--- src/pkg/arseq_map.vh ---
// Constants for the automatic reclose sequencer
`ifndef ARSEQ_MAP_VH
`define ARSEQ_MAP_VH

// Register byte offsets
`define ARSEQ_OFS_CTRL 8'h00
`define ARSEQ_OFS_DT_SP 8'h04
`define ARSEQ_OFS_DT_TP 8'h08
`define ARSEQ_OFS_DT_2P 8'h0c
`define ARSEQ_OFS_RECLAIM 8'h10
`define ARSEQ_OFS_STATUS 8'h14

// Control field positions
`define ARSEQ_CTRL_EN 0
`define ARSEQ_CTRL_PROG_LO 1
`define ARSEQ_CTRL_PROG_HI 2
`define ARSEQ_CTRL_TP_ALLOW 3
`define ARSEQ_CTRL_SP_OPT 4
`define ARSEQ_CTRL_TWO_PH 5
`define ARSEQ_CTRL_FORCED 6
`define ARSEQ_CTRL_PICKUP 7
`define ARSEQ_CTRL_SHOT_LO 8
`define ARSEQ_CTRL_SHOT_HI 11
`define ARSEQ_CTRL_CLEAR 12
`define ARSEQ_CTRL_PER_POLE 13

// Program codes
`define ARSEQ_PROG_3P 2'h0
`define ARSEQ_PROG_1P 2'h1
`define ARSEQ_PROG_13P 2'h2

// Reset values
`define ARSEQ_RST_CTRL 32'h00000108
`define ARSEQ_RST_DT_SP 16'h0064
`define ARSEQ_RST_DT_TP 16'h012c
`define ARSEQ_RST_DT_2P 16'h00c8
`define ARSEQ_RST_RECLAIM 16'h0bb8

// Timing
`define ARSEQ_CLK_MHZ 20
`define ARSEQ_TICK_US 1000
`define ARSEQ_TICK_CYC (`ARSEQ_TICK_US * `ARSEQ_CLK_MHZ)
`define ARSEQ_LOCK_MS 500
`define ARSEQ_LOCK_TICKS ((`ARSEQ_LOCK_MS * 1000) / `ARSEQ_TICK_US)
`define ARSEQ_MAX_SHOTS 8

`endif

--- src/rtl/arseq_timer.v ---
// Tick-based down counter shared by dead, reclaim and lockout times
module arseq_timer #(
  parameter TW = 16
) (
  // Clock and reset
  input wire pclk,
  input wire presetn,
  // Control
  input wire clear,
  input wire tick,
  input wire load,
  input wire [TW-1:0] load_val,
  // Result
  output reg done
);

  reg [TW-1:0] cnt_r;
  reg run_r;

  // Load restarts; done pulses once when count reaches zero
  always @(posedge pclk or negedge presetn) begin
    if (!presetn) begin
      cnt_r <= {TW{1'b0}};
      run_r <= 1'b0;
      done <= 1'b0;
    end else if (clear) begin
      cnt_r <= {TW{1'b0}};
      run_r <= 1'b0;
      done <= 1'b0;
    end else begin
      done <= 1'b0;
      if (load) begin
        cnt_r <= load_val;
        run_r <= 1'b1;
      end else if (run_r && cnt_r == {TW{1'b0}}) begin
        run_r <= 1'b0;
        done <= 1'b1;
      end else if (run_r && tick) begin
        cnt_r <= cnt_r - {{(TW-1){1'b0}}, 1'b1};
      end
    end
  end

endmodule // arseq_timer

--- src/rtl/arseq_top.v ---
// Automatic reclose sequencer with APB register slave
`include "arseq_map.vh"

module arseq_top #(
  parameter TICK_CYC = `ARSEQ_TICK_CYC,
  parameter TW = 16
) (
  // Clock and reset
  input wire pclk,
  input wire presetn,
  // APB slave
  input wire [7:0] paddr,
  input wire psel,
  input wire penable,
  input wire pwrite,
  input wire [31:0] pwdata,
  output reg [31:0] prdata,
  output reg pready,
  output reg pslverr,
  // Protection side
  input wire prot_trip,
  input wire prot_phase_sel,
  input wire [2:0] pick_phase,
  input wire pick_earth,
  input wire ar_block,
  // Breaker auxiliary contacts
  input wire [2:0] cb_pole_closed,
  input wire cb_3p_closed,
  input wire cb_3p_open,
  // Breaker commands and status
  output reg [2:0] trip_pole,
  output reg close_cmd,
  output reg final_trip,
  output reg ar_lockout,
  output reg ar_running,
  output reg ar_ready
);

  // One-hot sequence states
  localparam [4:0] S_IDLE = 5'h01;
  localparam [4:0] S_TRIP = 5'h02;
  localparam [4:0] S_DEAD = 5'h04;
  localparam [4:0] S_RECL = 5'h08;
  localparam [4:0] S_LOCK = 5'h10;

  localparam [23:0] TICK_LAST = TICK_CYC - 1;
  localparam [TW-1:0] LOCK_T = `ARSEQ_LOCK_TICKS;
  localparam [3:0] SHOT_MAX = `ARSEQ_MAX_SHOTS;

  // Count of set bits in three
  function [1:0] pop3;
    input [2:0] v;
    begin
      pop3 = {1'b0, v[0]} + {1'b0, v[1]} + {1'b0, v[2]};
    end
  endfunction

  // Trip decision: {final, single_pole, pole_mask}
  function [4:0] decide;
    input [1:0] prog;
    input sp_opt;
    input two_en;
    input ph_known;
    input [2:0] pick;
    input earth;
    reg [1:0] n;
    reg sp_ok;
    reg [2:0] low;
    begin
      n = pop3(pick);
      low = pick[0] ? 3'h1 : (pick[1] ? 3'h2 : 3'h4);
      sp_ok = (prog != `ARSEQ_PROG_3P) && sp_opt && ph_known &&
              (n == 2'h1 || (n == 2'h2 && !earth && two_en));
      if (sp_ok)
        decide = {2'b01, low};
      else if (prog == `ARSEQ_PROG_1P)
        decide = {2'b10, 3'h7};
      else
        decide = {2'b00, 3'h7};
    end
  endfunction

  // Attempt limit clamped to one through eight
  function [3:0] shot_lim;
    input [3:0] f;
    begin
      if (f == 4'h0)
        shot_lim = 4'h1;
      else if (f > SHOT_MAX)
        shot_lim = SHOT_MAX;
      else
        shot_lim = f;
    end
  endfunction

  // Registers
  reg [31:0] ctrl_r;
  reg [TW-1:0] dt_sp_r;
  reg [TW-1:0] dt_tp_r;
  reg [TW-1:0] dt_2p_r;
  reg [TW-1:0] reclaim_r;
  reg clr_r;
  // Sequencer state
  reg [4:0] state_r;
  reg [4:0] state_nxt;
  reg [2:0] mask_r;
  reg [2:0] mask_nxt;
  reg sp_r;
  reg sp_nxt;
  reg two_r;
  reg two_nxt;
  reg [3:0] shots_r;
  reg [3:0] shots_nxt;
  reg force_r;
  reg force_nxt;
  reg close_nxt;
  reg [2:0] trip_nxt;
  reg ld;
  reg [TW-1:0] ldv;
  reg [4:0] dec;
  reg [23:0] tick_cnt_r;
  reg tick_r;
  wire tmr_done;

  // Control fields
  wire en = ctrl_r[`ARSEQ_CTRL_EN];
  wire [1:0] prog = ctrl_r[`ARSEQ_CTRL_PROG_HI:`ARSEQ_CTRL_PROG_LO];
  wire tp_allow = ctrl_r[`ARSEQ_CTRL_TP_ALLOW];
  wire sp_opt = ctrl_r[`ARSEQ_CTRL_SP_OPT];
  wire two_en = ctrl_r[`ARSEQ_CTRL_TWO_PH];
  wire forced = ctrl_r[`ARSEQ_CTRL_FORCED];
  wire pickup = ctrl_r[`ARSEQ_CTRL_PICKUP];
  wire per_pole = ctrl_r[`ARSEQ_CTRL_PER_POLE];
  wire [3:0] shot_cfg = shot_lim(ctrl_r[`ARSEQ_CTRL_SHOT_HI:`ARSEQ_CTRL_SHOT_LO]);

  // Breaker position from pole or series contacts
  wire all_closed = per_pole ? (&cb_pole_closed) : cb_3p_closed;
  wire [1:0] open_cnt = per_pole ? pop3(~cb_pole_closed) :
                        (cb_3p_open ? 2'h3 : (cb_3p_closed ? 2'h0 : 2'h1));
  wire ready = en && !ar_block && all_closed;

  // Dead time for the cycle kind and fault type
  wire [TW-1:0] dead_sel = sp_r ? dt_sp_r :
                           ((pickup && two_r) ? dt_2p_r : dt_tp_r);
  wire [TW-1:0] dead_tp = (pickup && two_r) ? dt_2p_r : dt_tp_r;

  // APB handshake
  wire apb_setup = psel && !penable;
  wire apb_wr = psel && penable && pready && pwrite;
  wire addr_ok = (paddr == `ARSEQ_OFS_CTRL) || (paddr == `ARSEQ_OFS_DT_SP) ||
                 (paddr == `ARSEQ_OFS_DT_TP) || (paddr == `ARSEQ_OFS_DT_2P) ||
                 (paddr == `ARSEQ_OFS_RECLAIM) || (paddr == `ARSEQ_OFS_STATUS);

  // Time base prescaler
  always @(posedge pclk or negedge presetn) begin
    if (!presetn) begin
      tick_cnt_r <= 24'h000000;
      tick_r <= 1'b0;
    end else if (tick_cnt_r == TICK_LAST) begin
      tick_cnt_r <= 24'h000000;
      tick_r <= 1'b1;
    end else begin
      tick_cnt_r <= tick_cnt_r + 24'h000001;
      tick_r <= 1'b0;
    end
  end

  // Shared timer for dead, reclaim and lockout
  arseq_timer #(
    .TW(TW)
  ) u_timer (
    .pclk(pclk),
    .presetn(presetn),
    .clear(clr_r),
    .tick(tick_r),
    .load(ld),
    .load_val(ldv),
    .done(tmr_done)
  );

  // APB register writes and read answers
  always @(posedge pclk or negedge presetn) begin
    if (!presetn) begin
      ctrl_r <= `ARSEQ_RST_CTRL;
      dt_sp_r <= `ARSEQ_RST_DT_SP;
      dt_tp_r <= `ARSEQ_RST_DT_TP;
      dt_2p_r <= `ARSEQ_RST_DT_2P;
      reclaim_r <= `ARSEQ_RST_RECLAIM;
      clr_r <= 1'b0;
      prdata <= 32'h00000000;
      pready <= 1'b0;
      pslverr <= 1'b0;
    end else begin
      pready <= apb_setup;
      pslverr <= apb_setup && !addr_ok;
      clr_r <= 1'b0;
      if (apb_setup) begin
        case (paddr)
          `ARSEQ_OFS_CTRL: prdata <= {18'h00000, ctrl_r[13], 1'b0, ctrl_r[11:0]};
          `ARSEQ_OFS_DT_SP: prdata <= {16'h0000, dt_sp_r};
          `ARSEQ_OFS_DT_TP: prdata <= {16'h0000, dt_tp_r};
          `ARSEQ_OFS_DT_2P: prdata <= {16'h0000, dt_2p_r};
          `ARSEQ_OFS_RECLAIM: prdata <= {16'h0000, reclaim_r};
          `ARSEQ_OFS_STATUS: prdata <= {16'h0000, shots_r, mask_r, sp_r, force_r, state_r};
          default: prdata <= 32'h00000000;
        endcase
      end
      if (apb_wr) begin
        case (paddr)
          `ARSEQ_OFS_CTRL: begin
            ctrl_r <= {18'h00000, pwdata[13], 1'b0, pwdata[11:0]};
            clr_r <= pwdata[`ARSEQ_CTRL_CLEAR];
          end
          `ARSEQ_OFS_DT_SP: dt_sp_r <= pwdata[TW-1:0];
          `ARSEQ_OFS_DT_TP: dt_tp_r <= pwdata[TW-1:0];
          `ARSEQ_OFS_DT_2P: dt_2p_r <= pwdata[TW-1:0];
          `ARSEQ_OFS_RECLAIM: reclaim_r <= pwdata[TW-1:0];
          default: clr_r <= 1'b0;
        endcase
      end
    end
  end

  // Sequencer next state
  always @* begin
    state_nxt = state_r;
    mask_nxt = mask_r;
    sp_nxt = sp_r;
    two_nxt = two_r;
    shots_nxt = shots_r;
    force_nxt = force_r;
    close_nxt = close_cmd;
    ld = 1'b0;
    ldv = {TW{1'b0}};
    dec = decide(prog, sp_opt, two_en, prot_phase_sel, pick_phase, pick_earth);
    case (state_r)
      S_IDLE: begin
        close_nxt = 1'b0;
        shots_nxt = 4'h0;
        force_nxt = 1'b0;
        // Same enabled-stage trip input serves every fault type
        if (prot_trip && ready) begin
          mask_nxt = dec[2:0];
          sp_nxt = dec[3];
          two_nxt = (pop3(pick_phase) == 2'h2);
          if (dec[4]) begin
            state_nxt = S_LOCK;
            ld = 1'b1;
            ldv = LOCK_T;
          end else begin
            state_nxt = S_TRIP;
          end
        end
      end
      S_TRIP: begin
        if (ar_block) begin
          state_nxt = S_LOCK;
          force_nxt = sp_r && forced;
          ld = 1'b1;
          ldv = LOCK_T;
        end else if (!prot_trip || open_cnt != 2'h0) begin
          state_nxt = S_DEAD;
          ld = 1'b1;
          ldv = dead_sel;
        end
      end
      S_DEAD: begin
        if (ar_block) begin
          state_nxt = S_LOCK;
          force_nxt = sp_r && forced;
          ld = 1'b1;
          ldv = LOCK_T;
        end else if (sp_r && per_pole && open_cnt == 2'h2 && forced) begin
          state_nxt = S_LOCK;
          force_nxt = 1'b1;
          ld = 1'b1;
          ldv = LOCK_T;
        end else if (sp_r && open_cnt >= 2'h2) begin
          if (tp_allow) begin
            sp_nxt = 1'b0;
            mask_nxt = 3'h7;
            ld = 1'b1;
            ldv = dead_tp;
          end else begin
            state_nxt = S_LOCK;
            ld = 1'b1;
            ldv = LOCK_T;
          end
        end else if (tmr_done) begin
          state_nxt = S_RECL;
          close_nxt = 1'b1;
          shots_nxt = shots_r + 4'h1;
          ld = 1'b1;
          ldv = reclaim_r;
        end
      end
      S_RECL: begin
        if (all_closed)
          close_nxt = 1'b0;
        if (ar_block) begin
          state_nxt = S_LOCK;
          close_nxt = 1'b0;
          ld = 1'b1;
          ldv = LOCK_T;
        end else if (prot_trip) begin
          close_nxt = 1'b0;
          mask_nxt = 3'h7;
          if (shots_r < shot_cfg && !dec[4]) begin
            state_nxt = S_TRIP;
            mask_nxt = dec[2:0];
            sp_nxt = dec[3];
            two_nxt = (pop3(pick_phase) == 2'h2);
          end else begin
            state_nxt = S_LOCK;
            ld = 1'b1;
            ldv = LOCK_T;
          end
        end else if (tmr_done) begin
          state_nxt = S_IDLE;
          close_nxt = 1'b0;
        end
      end
      S_LOCK: begin
        close_nxt = 1'b0;
        if (open_cnt == 2'h3)
          force_nxt = 1'b0;
        // Trip still present at expiry: re-arm a zero wait and poll again
        if (tmr_done && !prot_trip) begin
          state_nxt = S_IDLE;
        end else if (tmr_done) begin
          state_nxt = S_LOCK;
          ld = 1'b1;
          ldv = {TW{1'b0}};
        end
      end
      default: begin
        state_nxt = S_IDLE;
        close_nxt = 1'b0;
      end
    endcase
  end

  // Trip command toward the breaker poles
  always @* begin
    trip_nxt = 3'h0;
    if ((state_nxt == S_TRIP || state_nxt == S_DEAD) && prot_trip)
      trip_nxt = mask_nxt;
    else if (state_nxt == S_LOCK && (prot_trip || force_nxt))
      trip_nxt = 3'h7;
    else if (state_nxt == S_IDLE && prot_trip)
      trip_nxt = 3'h7;
  end

  // Sequencer registers and outputs
  always @(posedge pclk or negedge presetn) begin
    if (!presetn) begin
      state_r <= S_IDLE;
      mask_r <= 3'h0;
      sp_r <= 1'b0;
      two_r <= 1'b0;
      shots_r <= 4'h0;
      force_r <= 1'b0;
      trip_pole <= 3'h0;
      close_cmd <= 1'b0;
      final_trip <= 1'b0;
      ar_lockout <= 1'b0;
      ar_running <= 1'b0;
      ar_ready <= 1'b0;
    end else if (clr_r) begin
      state_r <= S_IDLE;
      mask_r <= 3'h0;
      sp_r <= 1'b0;
      two_r <= 1'b0;
      shots_r <= 4'h0;
      force_r <= 1'b0;
      trip_pole <= 3'h0;
      close_cmd <= 1'b0;
      final_trip <= 1'b0;
      ar_lockout <= 1'b0;
      ar_running <= 1'b0;
      ar_ready <= 1'b0;
    end else begin
      state_r <= state_nxt;
      mask_r <= mask_nxt;
      sp_r <= sp_nxt;
      two_r <= two_nxt;
      shots_r <= shots_nxt;
      force_r <= force_nxt;
      trip_pole <= trip_nxt;
      close_cmd <= close_nxt;
      final_trip <= (state_nxt == S_LOCK) && (trip_nxt != 3'h0);
      ar_lockout <= (state_nxt == S_LOCK);
      ar_running <= (state_nxt == S_TRIP) || (state_nxt == S_DEAD) ||
                    (state_nxt == S_RECL);
      ar_ready <= ready && (state_nxt == S_IDLE);
    end
  end

endmodule // arseq_top

--- config.mk ---
export PLATFORM = sky130hd
export DESIGN_NAME = arseq_top
export DESIGN_NICKNAME = d
export VERILOG_FILES = /design/src/rtl/arseq_timer.v /design/src/rtl/arseq_top.v
export VERILOG_INCLUDE_DIRS = /design/src /design/src/pkg
export SDC_FILE = /design/constraint.sdc
export NUM_CORES = 1
export LEC_CHECK = 0
export ABC_AREA = 0
export BUFFER_PORTS_ARGS = -buffer_cell sky130_fd_sc_hd__buf_4
export CAP_MARGIN = 10
export CORE_MARGIN = 8
export CORE_UTILIZATION = 53
export DETAILED_ROUTE_END_ITERATION = 16
export PLACE_DENSITY = 0.8
export SETUP_SLACK_MARGIN = 0.4
export SLEW_MARGIN = 20
export SYNTH_ARGS = -nofsm -noshare
export SYNTH_HDL_FRONTEND = slang
export SYNTH_SLANG_ARGS = --single-unit
--- constraint.sdc ---
create_clock -name pclk -period 2.4 [get_ports pclk]
set_clock_uncertainty 0.15 [all_clocks]
set_input_delay 0.12 -clock pclk [delete_from_list [all_inputs] [get_ports pclk]]
set_output_delay 0.12 -clock pclk [all_outputs]
set_load 0.02 [all_outputs]
==> results by group <==
Status
  • Outcome: finished with violations
  • Violated checks: negative setup slack

Routing
  • DR pass1 iterations: 9
  • First-iteration detailed-routing DRC count: around 1100
  • Vias/cell: 6.51
  • DRT antenna net count: 0
  • Drt drc: 0
  • Vias post-DR: 8534
  • Total routed wirelength: slightly above 30000 um
  • Post-DR wirelength/cell: approximately 23 um

CTS
  • Worst-Skew Late Latency: ~440 ps
  • Root Driver: clkbuf_16
  • CTS tree: built
  • Clock-pin transition on the worst setup and hold timing paths: ~70 ps
  • H-tree levels: 4
  • Clk sinks: around 160
  • CTS max path bufs: 2
  • Cts bufs inserted: 17

Global route
  • Antenna violations before repair: 1
  • Vias in the first global route: roughly 8400
  • Largest net degree at the start of global routing: 60
  • Global-route wire length before repair: 44600 um
  • Gr usage total: approximately a quarter
  • Overflow after GRT: 0

Finish
  • Fillers: between 1000 and 1500
  • Nets: approximately 1100
  • Share of cells above drive strength 1: between 40% and 50%
  • Layout overhead on the synthesized area: 38.6%
  • Ant diodes: 0
  • Area of the multi-input gates: about 5100 um^2
  • FF+latch area: roughly 4100 um^2

Logic synthesis
  • Synth top cells by count: dfrtp_1 (142), mux2_2 (83), nor2_1 (80)
  • Post-synth top area share: approximately 40%
  • Syn Area/Cell: 10.2 um^2
  • Post-synthesis instance total: around 870
  • Synth area leader: dfrtp_1
  • Area contributors post-synth: dfrtp_1 (40%), mux2_2 (11%), dfstp_2 (6.0%), nor2_1 (3.4%), a222oi_1 (3.1%)
  • Number of synthesized flops with an enable pin: 0
  • Synth Cell Area: 8820 um^2
  • Post-synthesis sequential area ratio: 46.2%
  • Library cells used by synthesis: 73
  • Most used DFF post-synth: dfrtp_1
  • Synth Warn #: 0
  • Most numerous cell in the Yosys netlist: dfrtp_1
  • Synthesis-stage register bit count: 162
  • Asr flop ratio synth: 100%

Die
  • Io pins: 99
  • Site Rows: 47
  • Die X: 145 um
  • Die Y: 145 um
  • Initial core utilization: 53.8%
  • Core area: 16400 um^2
  • Die area: 21000 um^2

Placed design
  • Gpl congestion: approximately 0.94
  • DP Wirelength: roughly 18000 um
  • Pre-CTS setup slack: -165 ps
  • # port buffers: 66

Timing
  • Final Critical Period: 2560 ps
  • Max-slew violations: 0
  • Peak Freq: 390 MHz
  • # setup viols final: 22
  • Worst slew pin tran: 836 ps
  • Final Hold Vio Count: 0
  • Max-slew headroom: 43.7%
  • Final cycle utilization of the critical path: 107%
  • RSZ-0062 raised after global routing: true
  • Setup ws final: -163 ps
  • Setup_tns: -2310 ps

Power
  • Pwr dens: about 510 nW/um^2
  • Peak VDD IR: approximately 510 uV
  • Leakage: approximately 5.6 nW

Setup path
  • Worst Setup End Kind: register
  • Crit path required time: approximately 2600 ps
  • Critical path class: reg -> reg
  • RR Startpoint: ctrl_r[11]$_DFFE_PN0P_
  • Setup crit start: ctrl_r[11]$_DFFE_PN0P_
  • Worst r2r dst: sp_r$_DFFE_PN0P_
  • Register-to-Register Setup Slack: -160 ps
  • Arr. time, crit path: 2760 ps
  • CP Max Fanout: 3
  • Critical Path End: sp_r$_DFFE_PN0P_
  • Reg2Reg Depth: 10
  • Startpoint types: register

Hold path
  • Hold Crit Class: in -> async

Job
  • Maxcap violations: 0
## worst max-delay path, stage by stage (launching register included)
cell	delay, ps
dfrtp_1	400
inv_2	110
nand2_2	80
ha_4	220
o21ai_2	110
a21oi_1	50
o21a_2	240
or3_4	370
a2bb2oi_4	160
or4_1	460
a21oi_1	140
## flip-flops by register name (all words and copies together), names as in the netlist, 3 cells and up
name           count
u_timer.cnt_r     16
dt_sp_r           16
trip_pole          3
dt_2p_r           16
dt_tp_r           16
mask_r             3
tick_cnt_r        24
ctrl_r            13
reclaim_r         16
state_r            5
prdata            16
shots_r            4
## where the power goes
group / switching, mW / total [mW] / internal (mW)
combinational: 0.316 / 0.551 / 0.235
sequential: 0.0358 / 2.81 / 2.78
clock: 1.19 / 2.88 / 1.69
total: 1.55 / 6.25 / 4.70
## cell usage in the layout (no fill, tap or decap), types with 20 or more instances in the layout
master and count:
buf_4 183, dfrtp_1 141, mux2_2 82, nor2_1 71, nand2_1 62, o21ai_0 34
a222oi_1 27, dlygate4sd3_1 26, buf_6 26, xnor2_1 22, dfstp_2 20
## routing by layer
metal	vias to the layer above	track usage, %	part of all wire, %
li1	3594	-	-
met1	4172	30.8	37
met2	612	42.6	48
met3	154	7.56	10
met4	2	15.3	5.5
met5	-	0	0.043
## layout make-up
type | count | area share (%)
inverters | 24 | 0.839
flip-flops and latches | 162 | 33.4
clock inverters | 13 | 1.41
multi-input cells | 632 | 41.9
clock buffers | 19 | 3.62
repair buffers | 240 | 16.6
well taps | 220 | 2.25
## worst min path at each step
stage | start | endpoint | cells past startpoint
2_1_floorplan | presetn | ar_lockout$_DFF_PN0_ | 0
3_3_place_gp | presetn | dt_sp_r[9]$_DFFE_PN0P_ | 1
3_5_place_dp | presetn | dt_2p_r[9]$_DFFE_PN0P_ | 1
4_1_cts | presetn | dt_2p_r[9]$_DFFE_PN0P_ | 2
5_1_grt | presetn | dt_2p_r[9]$_DFFE_PN0P_ | 2
6_report | presetn | dt_2p_r[9]$_DFFE_PN0P_ | 2
## stage by stage
step                utilization, %  hold slack (ps)  total power, mW  cells  area (um^2)
floorplan                        -             -326             3.06    881         9050
global placement              62.8            -23.7             3.29   1208        10300
detailed placement            62.8            -20.0             3.30   1208        10300
CTS                           71.6             82.9             6.21   1290        11800
global route                  74.5              105             6.42   1310        12200
finish                        74.5             64.4             6.25   1310        12200
## repair_timing
item	in CTS	in global routing
pin swaps	44	49
hold endpoints to repair	246	0
setup endpoints to repair	42	68
cloned	1	0
buffers inserted	23	20
hold buffers	26	0
gates resized for setup	73	67
## cell families (layout without fill, tap and decap cells)
kind of cell / count (synthesis) / after routing / share of synthesized area (%)
AO/OA/AOI/OAI: 201 / 201 / 16.4
XOR/XNOR: 37 / 37 / 3.67
buffers and inverters: 88 / 296 / 4.81
flip-flops: 162 / 162 / 46.2
multiplexers: 97 / 97 / 12.2
other: 1 / 16 / 0.0425
adder cells (fa/ha/maj): 8 / 8 / 1.30
AND/OR/NAND/NOR: 272 / 273 / 15.4
Power figures use the tool's default switching activity.
